===== config.mk =====
export PLATFORM = sky130hd
export DESIGN_NAME = dld_top
export DESIGN_NICKNAME = d
export VERILOG_FILES = /design/src/core/dld_pkg.sv /design/src/core/dld_cmp.sv /design/src/core/dld_decide.sv /design/src/core/dld_top.sv
export SDC_FILE = /design/constraint.sdc
export NUM_CORES = 1
export LEC_CHECK = 0
export ABC_AREA = 1
export BUFFER_PORTS_ARGS = -buffer_cell sky130_fd_sc_hd__buf_2
export CAP_MARGIN = 20
export CORE_MARGIN = 5
export CORE_UTILIZATION = 62
export DETAILED_ROUTE_END_ITERATION = 10
export PLACE_DENSITY = 0.84
export SYNTH_ARGS = -nofsm -noshare
export SYNTH_HDL_FRONTEND = slang
export SYNTH_HIERARCHICAL = 1
export SYNTH_SLANG_ARGS = --single-unit
export TNS_END_PERCENT = 20

===== constraint.sdc =====
create_clock -name clk -period 4.1 [get_ports clk]
set_clock_uncertainty 0.05 [all_clocks]
set_input_delay 0.615 -clock clk [delete_from_list [all_inputs] [get_ports clk]]
set_output_delay 0.615 -clock clk [all_outputs]
set_load 0.02 [all_outputs]

===== src/core/dld_pkg.sv =====
// shared constants and types for the dead line detector
package dld_pkg;

	// ==========================================================
	// data widths
	localparam int MAG_W = 16;              // magnitude word width
	localparam int PCT_W = 7;               // percentage setting width
	localparam int ADR_W = 4;               // byte address width
	localparam int DAT_W = 32;              // bus data width
	localparam int NPH   = 3;               // phases per quantity

	// ==========================================================
	// register byte offsets
	localparam logic [ADR_W-1:0] REG_CTRL = 4'h0; // enable setting
	localparam logic [ADR_W-1:0] REG_VOLT = 4'h4; // voltage threshold
	localparam logic [ADR_W-1:0] REG_CURR = 4'h8; // current threshold
	localparam logic [ADR_W-1:0] REG_STAT = 4'hc; // live state, read only

	// ==========================================================
	// field positions
	localparam int CTRL_EN_BIT  = 0;        // operation on/off
	localparam int STAT_VST_LSB = 0;        // voltage starts, 3 bits
	localparam int STAT_CST_LSB = 3;        // current starts, 3 bits
	localparam int STAT_DEAD    = 6;        // dead-line flag
	localparam int STAT_LIVE    = 7;        // live-line flag
	localparam int STAT_BLK     = 8;        // block input level
	localparam int STAT_RUN     = 9;        // function running

	// ==========================================================
	// reset values and setting ranges, percent
	localparam logic             EN_RST    = 1'b0;  // off after reset
	localparam logic [PCT_W-1:0] VOLT_RST  = 7'h3c; // 60
	localparam logic [PCT_W-1:0] VOLT_MIN  = 7'h0a; // 10
	localparam logic [PCT_W-1:0] VOLT_MAX  = 7'h64; // 100
	localparam logic [PCT_W-1:0] CURR_RST  = 7'h0a; // 10
	localparam logic [PCT_W-1:0] CURR_MIN  = 7'h02; // 2
	localparam logic [PCT_W-1:0] CURR_MAX  = 7'h64; // 100
	localparam logic [PCT_W-1:0] PCT_SCALE = 7'h64; // 100 percent

	// ==========================================================
	// per-phase start flags travel together
	typedef struct packed {
		logic [NPH-1:0] volt;               // voltage above threshold
		logic [NPH-1:0] curr;               // current above threshold
	} dld_flags_t;

endpackage


===== src/core/dld_cmp.sv =====
// one magnitude against a percentage of its rated value
`timescale 1ns/100ps

module dld_cmp #(
	parameter int                  MAG_W = 16,
	parameter logic [MAG_W-1:0]    NOM   = 16'h1000
) (
	// clock and reset
	input  wire logic              clk,
	input  wire logic              sys_rst,
	// setting and gating
	input  wire logic              run,
	input  wire logic [6:0]        pct,
	// magnitude from the preparation stage
	input  wire logic [MAG_W-1:0]  mag,
	// comparison results
	output logic                   above_q,
	output logic                   below_q
);
	import dld_pkg::*;

	localparam int W = MAG_W + PCT_W;       // product width, no overflow

	logic [W-1:0] lhs;                      // magnitude times 100
	logic [W-1:0] rhs;                      // setting times rated value

	// both sides scaled so no division is needed
	always_comb begin
		lhs = W'(mag) * W'(PCT_SCALE);
		rhs = W'(pct) * W'(NOM);
	end

	// registered flags, both low while the function is idle
	always_ff @(posedge clk) begin
		if (sys_rst) begin
			above_q <= 1'b0;
			below_q <= 1'b0;
		end else begin
			above_q <= run && (lhs > rhs);
			below_q <= run && (lhs < rhs);
		end
	end

	// ==========================================================
	// checks
	property p_above_cause;
		@(posedge clk) disable iff (sys_rst)
		above_q |-> $past(run) && ($past(lhs) > $past(rhs));
	endproperty
	a_above_cause: assert property (p_above_cause)
		else $error("start flag without magnitude above threshold");

	property p_excl;
		@(posedge clk) disable iff (sys_rst)
		!(above_q && below_q);
	endproperty
	a_excl: assert property (p_excl)
		else $error("above and below at once");

endmodule


===== src/core/dld_decide.sv =====
// combines start flags, enable and block into line state
`timescale 1ns/100ps

module dld_decide (
	// clock and reset
	input  wire logic                     clk,
	input  wire logic                     sys_rst,
	// gating
	input  wire logic                     run,
	// per-phase comparison results
	input  wire dld_pkg::dld_flags_t      start,
	input  wire logic [2:0]               vbelow,
	input  wire logic [2:0]               cbelow,
	// line state
	output logic                          dead_q,
	output logic                          live_q
);
	import dld_pkg::*;

	// line state from the six below flags and the three voltage starts plus gating
	always_ff @(posedge clk) begin
		if (sys_rst) begin
			dead_q <= 1'b0;
			live_q <= 1'b0;
		end else begin
			dead_q <= run && (&vbelow) && (&cbelow);
			live_q <= run && (&start.volt);
		end
	end

	// ==========================================================
	// checks
	property p_dead;
		@(posedge clk) disable iff (sys_rst)
		$past(run && (&vbelow) && (&cbelow)) |-> dead_q;
	endproperty
	a_dead: assert property (p_dead)
		else $error("dead-line not raised on all-low quantities");

	property p_live;
		@(posedge clk) disable iff (sys_rst)
		live_q |-> $past(run) && ($past(start.volt) == 3'h7) && !dead_q;
	endproperty
	a_live: assert property (p_live)
		else $error("live-line without all voltages high");

	// dead-line never coexists with any start flag of the cycle before
	property p_dead_quiet;
		@(posedge clk) disable iff (sys_rst)
		dead_q |-> ($past(start) == '0);
	endproperty
	a_dead_quiet: assert property (p_dead_quiet)
		else $error("dead-line raised while a start flag was set");

endmodule


===== src/core/dld_top.sv =====
// dead line detector: threshold stage, decision stage, register slave
`timescale 1ns/100ps

module dld_top #(
	parameter int                         MAG_W    = 16,
	parameter logic [MAG_W-1:0]           NOM_VOLT = 16'h1000,
	parameter logic [MAG_W-1:0]           NOM_CURR = 16'h1000
) (
	// clock and reset
	input  wire logic                     clk,
	input  wire logic                     sys_rst,
	// avalon-mm slave
	input  wire logic [dld_pkg::ADR_W-1:0] avs_address,
	input  wire logic                     avs_read,
	input  wire logic                     avs_write,
	input  wire logic [dld_pkg::DAT_W-1:0] avs_writedata,
	output logic [dld_pkg::DAT_W-1:0]     avs_readdata,
	output logic                          avs_waitrequest,
	// fundamental magnitudes from the preparation stage
	input  wire logic [MAG_W-1:0]         volt_mag_ph1,
	input  wire logic [MAG_W-1:0]         volt_mag_ph2,
	input  wire logic [MAG_W-1:0]         volt_mag_ph3,
	input  wire logic [MAG_W-1:0]         curr_mag_ph1,
	input  wire logic [MAG_W-1:0]         curr_mag_ph2,
	input  wire logic [MAG_W-1:0]         curr_mag_ph3,
	// user block input
	input  wire logic                     detector_block_in,
	// start flags
	output logic                          volt_start_ph1,
	output logic                          volt_start_ph2,
	output logic                          volt_start_ph3,
	output logic                          curr_start_ph1,
	output logic                          curr_start_ph2,
	output logic                          curr_start_ph3,
	// line state
	output logic                          dead_line_flag,
	output logic                          live_line_flag
);
	import dld_pkg::*;

	// ==========================================================
	// settings and internal state
	logic             enable_q;             // operation setting
	logic [PCT_W-1:0] volt_pct_q;           // voltage threshold, percent
	logic [PCT_W-1:0] curr_pct_q;           // current threshold, percent
	logic             wait_q;               // waitrequest register
	logic [DAT_W-1:0] rdata_q;              // read data register
	logic             run;                  // function active
	logic             req;                  // bus request present
	logic             take;                 // request completes this edge
	logic             aligned;              // word-aligned address
	logic [MAG_W-1:0] vmag [NPH];           // voltage magnitudes
	logic [MAG_W-1:0] cmag [NPH];           // current magnitudes
	dld_flags_t       start;                // start flags
	logic [NPH-1:0]   vbelow;               // voltage below threshold
	logic [NPH-1:0]   cbelow;               // current below threshold
	logic [DAT_W-1:0] status;               // status word
	logic [DAT_W-1:0] rmux;                 // read mux

	// clamp a written value into the allowed setting range
	function automatic logic [PCT_W-1:0] clamp_pct(
		input logic [DAT_W-1:0] v,
		input logic [PCT_W-1:0] lo,
		input logic [PCT_W-1:0] hi
	);
		logic [PCT_W-1:0] r;
		r = v[PCT_W-1:0];
		if (v < DAT_W'(lo)) begin
			r = lo;
		end else if (v > DAT_W'(hi)) begin
			r = hi;
		end
		return r;
	endfunction

	// ==========================================================
	// gating and bus decode
	always_comb begin
		run     = enable_q && !detector_block_in;
		req     = avs_read || avs_write;
		take    = req && !wait_q;
		aligned = (avs_address[1:0] == 2'b00);
		vmag[0] = volt_mag_ph1;
		vmag[1] = volt_mag_ph2;
		vmag[2] = volt_mag_ph3;
		cmag[0] = curr_mag_ph1;
		cmag[1] = curr_mag_ph2;
		cmag[2] = curr_mag_ph3;
	end

	// ==========================================================
	// threshold stage, one comparator per phase and quantity
	genvar g;
	generate
		for (g = 0; g < NPH; g++) begin : g_ph
			dld_cmp #(
				.MAG_W   (MAG_W),
				.NOM     (NOM_VOLT)
			) u_vcmp (
				.clk     (clk),
				.sys_rst (sys_rst),
				.run     (run),
				.pct     (volt_pct_q),
				.mag     (vmag[g]),
				.above_q (start.volt[g]),
				.below_q (vbelow[g])
			);
			dld_cmp #(
				.MAG_W   (MAG_W),
				.NOM     (NOM_CURR)
			) u_ccmp (
				.clk     (clk),
				.sys_rst (sys_rst),
				.run     (run),
				.pct     (curr_pct_q),
				.mag     (cmag[g]),
				.above_q (start.curr[g]),
				.below_q (cbelow[g])
			);
		end
	endgenerate

	// ==========================================================
	// decision stage
	dld_decide u_decide (
		.clk     (clk),
		.sys_rst (sys_rst),
		.run     (run),
		.start   (start),
		.vbelow  (vbelow),
		.cbelow  (cbelow),
		.dead_q  (dead_line_flag),
		.live_q  (live_line_flag)
	);

	// start flags leave straight from the comparator flops
	always_comb begin
		volt_start_ph1 = start.volt[0];
		volt_start_ph2 = start.volt[1];
		volt_start_ph3 = start.volt[2];
		curr_start_ph1 = start.curr[0];
		curr_start_ph2 = start.curr[1];
		curr_start_ph3 = start.curr[2];
	end

	// ==========================================================
	// settings registers, written on the completing edge
	always_ff @(posedge clk) begin
		if (sys_rst) begin
			enable_q   <= EN_RST;
			volt_pct_q <= VOLT_RST;
			curr_pct_q <= CURR_RST;
		end else if (take && avs_write && aligned) begin
			case (avs_address)
				REG_CTRL: begin
					enable_q <= avs_writedata[CTRL_EN_BIT];
				end
				REG_VOLT: begin
					// out-of-range values pinned to the nearest end
					volt_pct_q <= clamp_pct(avs_writedata,
						VOLT_MIN, VOLT_MAX);
				end
				REG_CURR: begin
					curr_pct_q <= clamp_pct(avs_writedata,
						CURR_MIN, CURR_MAX);
				end
				default: begin
					// status and unmapped writes are ignored
				end
			endcase
		end
	end

	// ==========================================================
	// status word: flags only, nothing is logged here
	always_comb begin
		status = '0;
		status[STAT_VST_LSB +: NPH] = start.volt;
		status[STAT_CST_LSB +: NPH] = start.curr;
		status[STAT_DEAD]           = dead_line_flag;
		status[STAT_LIVE]           = live_line_flag;
		status[STAT_BLK]            = detector_block_in;
		status[STAT_RUN]            = run;
	end

	// read mux, unmapped addresses read zero
	always_comb begin
		rmux = '0;
		if (aligned) begin
			case (avs_address)
				REG_CTRL: rmux = DAT_W'(enable_q);
				REG_VOLT: rmux = DAT_W'(volt_pct_q);
				REG_CURR: rmux = DAT_W'(curr_pct_q);
				REG_STAT: rmux = status;
				default:  rmux = '0;
			endcase
		end
	end

	// ==========================================================
	// one wait cycle per access: high at request, low one cycle
	always_ff @(posedge clk) begin
		if (sys_rst) begin
			wait_q <= 1'b1;
		end else begin
			wait_q <= !(req && wait_q);
		end
	end

	// read data captured while waitrequest is still high
	always_ff @(posedge clk) begin
		if (sys_rst) begin
			rdata_q <= '0;
		end else if (avs_read && wait_q) begin
			rdata_q <= rmux;
		end
	end

	always_comb begin
		avs_waitrequest = wait_q;
		avs_readdata    = rdata_q;
	end

	// ==========================================================
	// checks
	property p_reset_vals;
		@(posedge clk)
		$past(sys_rst) |-> !enable_q && (volt_pct_q == VOLT_RST)
			&& (curr_pct_q == CURR_RST);
	endproperty
	a_reset_vals: assert property (p_reset_vals)
		else $error("settings not at reset values");

	property p_volt_range;
		@(posedge clk) disable iff (sys_rst)
		(volt_pct_q >= VOLT_MIN) && (volt_pct_q <= VOLT_MAX);
	endproperty
	a_volt_range: assert property (p_volt_range)
		else $error("voltage threshold outside range");

	property p_curr_clamp;
		@(posedge clk) disable iff (sys_rst)
		take && avs_write && (avs_address == REG_CURR)
			&& (avs_writedata < 32'h2) |=> (curr_pct_q == CURR_MIN);
	endproperty
	a_curr_clamp: assert property (p_curr_clamp)
		else $error("low current threshold not pinned to minimum");

	property p_idle_outputs;
		@(posedge clk) disable iff (sys_rst)
		!run |=> (start == '0) ##1 !(dead_line_flag || live_line_flag);
	endproperty
	a_idle_outputs: assert property (p_idle_outputs)
		else $error("outputs active while disabled or blocked");

	property p_bus_answer;
		@(posedge clk) disable iff (sys_rst)
		req && wait_q |=> !wait_q ##1 wait_q;
	endproperty
	a_bus_answer: assert property (p_bus_answer)
		else $error("waitrequest did not drop for exactly one cycle");

	property p_dead_live_excl;
		@(posedge clk) disable iff (sys_rst)
		!(dead_line_flag && live_line_flag);
	endproperty
	a_dead_live_excl: assert property (p_dead_live_excl)
		else $error("dead-line and live-line together");

	// the enable bit follows the completed control write
	property p_enable_write;
		@(posedge clk) disable iff (sys_rst)
		take && avs_write && (avs_address == REG_CTRL)
			|=> (enable_q == $past(avs_writedata[CTRL_EN_BIT]));
	endproperty
	a_enable_write: assert property (p_enable_write)
		else $error("enable setting did not take the written bit");

	// an over-range voltage write lands on the top of the range
	property p_volt_clamp;
		@(posedge clk) disable iff (sys_rst)
		take && avs_write && (avs_address == REG_VOLT)
			&& (avs_writedata > DAT_W'(VOLT_MAX))
			|=> (volt_pct_q == VOLT_MAX);
	endproperty
	a_volt_clamp: assert property (p_volt_clamp)
		else $error("high voltage threshold not pinned to maximum");

	// status is read only, a write to it leaves every setting alone
	property p_stat_ro;
		@(posedge clk) disable iff (sys_rst)
		take && avs_write && (avs_address == REG_STAT)
			|=> $stable(enable_q) && $stable(volt_pct_q)
			&& $stable(curr_pct_q);
	endproperty
	a_stat_ro: assert property (p_stat_ro)
		else $error("write to status changed a setting");

endmodule


# == Word-level counts from Yosys, hierarchy flattened ==
# Index checks and enable logic that the tools add are counted.
# word_totals
memories,0
inputBits,137
mem_bits_ro,0
ram_bits,0
regBits,62
latch_bits,0
output_inout_bits,41
word_cells,81
# classes
shifts,0
bitwise_logic,0
muxes,5
magnitude_cmp,15
div_mod_pow,0
add_sub_neg,0
mul,6
eq_ne,3
n_reduce_logical,33
# op_table
operator,count
$gt 23x19->1,6
$lt 23x19->1,6
$mul 16x5->21 const B,6
$pmux 10 s4,1
$gt 32x7->1 const B,1
$lt 32x2->1 const B,1
$lt 32x4->1 const B,1
$logic_and 1x1->1,21
$mux 7,3
$mux 10,1
$reduce_and 3->1,3
$eq 4x4->1 const B,2
$reduce_and 2->1,3
$eq 4x3->1 const B,1
$logic_not 4->1,1
$logic_not 1->1,3
$logic_not 2->1,1
$logic_or 1x1->1,1

# == Depth between registers and ports, before layout ==
# logic_depth
depth_word,5
ltp_mapped,26
depth_no_buf,26

# == Hierarchy ==
# Netlist, hierarchy kept.
# by_module_without_submodules
mod,seq_area_each_um2,cells_each,n_inst,area_per_inst_um2
dld_cmp (g_ph[0].u_ccmp ...),40.0,338,3,2152.1
dld_cmp (g_ph[2].u_ccmp ...),40.0,328,2,2109.5
dld_cmp (g_ph[0].u_vcmp),40.0,324,1,2119.5
dld_top,520.5,239,1,1594.0
dld_decide,40.0,16,1,98.8

# == Worst setup path before layout ==
# No wires, ideal clock.
# synth_timing
path_kind,input-to-reg
startpoint,input port volt_mag_ph1[3]
endpoint,register g_ph[0].u_vcmp.above_q
required_time_ps,3937
stages,21
setup_slack_ps,343
setup_ps,113
n_path_buf,0
t_arrival_ps,3594
cell_sequence,ha_1 > ha_1 > inv_1 > fa_1 > inv_1 > ha_1 > or2_4 > nand3_1 > nand2_2 > xor2_1 > ha_1 > a21oi_1 > nand2_1 > nand2_1 > nand2_1 > a21oi_1 > nor2_1 > nor2_1 > nand3_2 > nand2_1 > nor2_1
# synth_via
elab_chain_len,3
# synth_rtl
element,line_no,text
start: declaration,dld_top.sv:20,"input wire logic [MAG_W-1:0] volt_mag_ph1,"
$mul 16x5->21,dld_cmp.sv:29,lhs = W'(mag) * W'(PCT_SCALE);
$gt 23x19->1,dld_cmp.sv:39,above_q <= run && (lhs > rhs);
$logic_and 1x1->1,dld_cmp.sv:39,
end signal: assignment,dld_cmp.sv:39,
end: declaration,dld_cmp.sv:17,"output logic above_q,"
# Every way passes these cells.
# A chain may end at the register's enable or synchronous reset.

# == Final worst setup path ==
# layout_timing
startpoint,input port curr_mag_ph3[9]
endpoint,register g_ph[2].u_ccmp.above_q
# layout_via
elab_chain_len,3
# layout_rtl
element,line_no,text
start: declaration,dld_top.sv:25,"input wire logic [MAG_W-1:0] curr_mag_ph3,"
$mul 16x5->21,dld_cmp.sv:29,
$gt 23x19->1,dld_cmp.sv:39,
$logic_and 1x1->1,dld_cmp.sv:39,
end signal: assignment,dld_cmp.sv:39,
end: declaration,dld_cmp.sv:17,
# Every way passes these cells.

==> flow_summary_export.csv <==
group,metric,value,unit
power,p_leak,10.3,nW
timing,timing.final.hold_violations,0,
finish,area_growth,12.3,%
clocking,cts_sinks,40,
finish,final_cells,2762,
timing,max_slew.worst_pin.slew,799,ps
worst_setup_path,worst_path_largest_cell_delay,500,ps
yosys,ys_ff_latch,40,
timing,finalWorstSetupSlack,204,ps
placed_design,io_buffers,155,
grt,grt_use_total,24.2,%
yosys,syn_area,14500,µm²
timing,fin_crit,3900,ps
floorplanning,die_y,163,µm
clocking,htreeDepth,2,
clocking,clock_path_buffers,2,
clocking,root_buffer,"clkbuf_16",
clocking,insertion_delay,290,ps
flow_run,drv_cap,0,
placed_design,pre_cts_ws,-128,ps
floorplanning,die_w,163,µm
timing,setup_viol,0,
yosys,synthArstFlopShare,0,%
floorplanning,dieArea,26500,µm²
route,drt_pre_antenna_iters,5,
yosys,synth_commonest_cells,"625 x inv_1, 599 x nand2_1, 360 x ha_1",
grt,first_global_vias,13225,
floorplanning,initial_utilization,62.3,%
clocking,cts_buffers,5,
worst_hold_path,hold_path_class,"reg -> reg",
power,p_per_area,326,nW/µm²
floorplanning,num_rows,56,
route,drc_errors,0,
yosys,synth.distinct_cells,37,
placed_design,dp.cells,2753,
timing,fin_crit_sh,95.0,%
route,num_vias,13770,
clocking,cts_tree,"done",
route,ant_nets,0,
grt,grt_pass1_wl,54.9,mm
yosys,synthTopCellsByArea,"ha_1 31%, inv_1 16%, nand2_1 16%, fa_1 9.1%, dfxtp_1 5.5%",
finish,final_nets,3004,
route,wire_per_inst,11.9,µm
yosys,ys_warn_count,6,
worst_setup_path,crit_family,"adder cells",
yosys,yosysTopAreaCell,"ha_1",
worst_setup_path,critPathRequiredTime,4230,ps
power,ir_drop,173,µV
finish,fillers,2027,
timing,relSlewSlack,46.5,%
yosys,yosysTopAreaCellShare,31.1,%
grt,grt_overflow,0,
route,drtIter0Drc,506,
floorplanning,ios,178,
finish,drive_above_1_share,14.2,%
timing,rsz0062_at_grt,"yes",
floorplanning,coreArea,23300,µm²
yosys,ys.flop_type,"dfxtp_1",
grt,antenna_found_initial,3,
worst_setup_path,critPathMaxFanout,5,
timing,max_freq,0.257,GHz
yosys,synth_area_per_cell,6.44,µm²
yosys,synthCells,2249,
route,via_per_inst,4.99,
worst_setup_path,crit_path_frequent_cell,"nand2_1",
worst_setup_path,slowest_stage,"fa_1",
worst_setup_path,start_kind,"input port",
route,routed_wl,32.9,mm
clocking,clk_pin_slew,60,ps
clocking,holdBufCountCts,0,
clocking,cts_setup_buffers,0,
grt,grt_max_degree,31,
clocking,cts_resized,0,
yosys,synth_most_common_cell,"inv_1",
placed_design,dpl.hpwl,29.3,mm
yosys,ys_seq_area_share,5.53,%
worst_setup_path,path_buf_inv,6,
worst_setup_path,worstPathArrival,4030,ps
worst_setup_path,critical_path_class,"in -> reg",
outcome,status,"finished, final reports clean",
placed_design,globalplace.congestion,0.964,
worst_setup_path,critPathCaptureType,"flop",
timing,slew_violations,0,
yosys,synth_edf_count,0,
-- per-stage QoR --
step                utilization (%)  total power, W  hold WS, ps  setup TNS, ps  area, µm²
floorplan                         -         0.00364          409              0      14600
global placement               68.0         0.00453          385           -167      15800
detailed placement             68.0         0.00467          407           -461      15800
CTS                            68.7         0.00514          418              0      16000
global route                   70.0         0.00599          449          -73.7      16300
finish                         70.0         0.00531          417              0      16300
-- worst reg2reg max path, delay by kind of cell (launching register included) --
| family | cells | cell delay (ps) |
|---|---|---|
| buffers and inverters | 3 | 170 |
| adder cells (fa/ha/maj) | 1 | 300 |
| flip-flops | 1 | 500 |
| AND/OR/NAND/NOR | 9 | 800 |
-- report_power, final --
| part | switching (W) | total [W] | leakage, nW | internal [W] |
|---|---|---|---|---|
| logic | 0.00265 | 0.00447 | 9.90 | 0.00182 |
| clock network | 0.000153 | 0.000439 | 0.0798 | 0.000285 |
| registers | 0.00000616 | 0.000400 | 0.323 | 0.000394 |
| total | 0.00281 | 0.00531 | 10.3 | 0.00250 |
-- layout make-up --
| cell class | count | area (µm²) | share of cell area [%] |
|---|---|---|---|
| clock buffers | 5 | 125 | 0.769 |
| well taps | 319 | 399 | 2.45 |
| repair buffers | 189 | 1030 | 6.34 |
| inverters | 646 | 2420 | 14.9 |
| multi-input cells | 1559 | 11400 | 70.3 |
| diodes | 1 | 2.50 | 0.0154 |
| flip-flops and latches | 40 | 801 | 4.92 |
| clock inverters | 3 | 42.5 | 0.261 |
-- cells in the final DEF, fill, tap and decap left out, drive strengths merged, types with 5 or more instances in the layout --
cell type | synthesis | routed
nand2 | 646 | 646
xor2 | 24 | 24
o211ai | 7 | 7
nand4 | 16 | 16
nor2 | 122 | 122
ha | 360 | 360
and3 | 12 | 12
clkbuf | 2 | 5
a31oi | 24 | 24
nor3 | 19 | 19
nand3b | 8 | 8
inv | 646 | 646
nand3 | 98 | 98
dfxtp | 40 | 40
fa | 66 | 66
xnor2 | 32 | 32
conb | 1 | 22
buf | 23 | 189
o21ai | 10 | 10
or2 | 5 | 5
a21oi | 85 | 85
-- final timing paths --
kind                                      start                endpoint  slack (ps)  depth (start not counted)
worst min-delay path            u_decide/live_q         avs_readdata[7]         420                          2
worst max register to register    volt_pct_q[4]  g_ph[1].u_vcmp/above_q        2170                         13
worst max-delay path            curr_mag_ph3[9]  g_ph[2].u_ccmp/above_q         200                         25
worst min register to register  u_decide/live_q         avs_readdata[7]         420                          2
-- cells by family (layout without fill, tap and decap cells) --
group	Yosys count	after routing	synth area share [%]
compound gates	129	129	4.97
xor+xnor	56	56	3.39
fa+ha+maj	426	426	40.2
buf+inv	671	843	18.0
flops	40	40	5.53
other cells	1	23	0.0259
simple gates	926	926	27.9
-- state kept, by name (all words and copies together) (netlist names) --
signal,cells
avs_readdata,10
avs_waitrequest,1
curr_pct_q,7
enable_q,1
g_ph.u_ccmp/above_q,3
g_ph.u_ccmp/below_q,3
g_ph.u_vcmp/above_q,3
g_ph.u_vcmp/below_q,3
u_decide/dead_q,1
u_decide/live_q,1
volt_pct_q,7
-- routing by layer --
metal	part of all wire (%)	vias to the layer above	global-route usage [%]
li1	-	7164	-
met1	43	6224	28.9
met2	50	305	45.5
met3	3.9	73	2.38
met4	3.1	4	7.17
met5	0.082	-	0
Power figures use the tool's default switching activity.
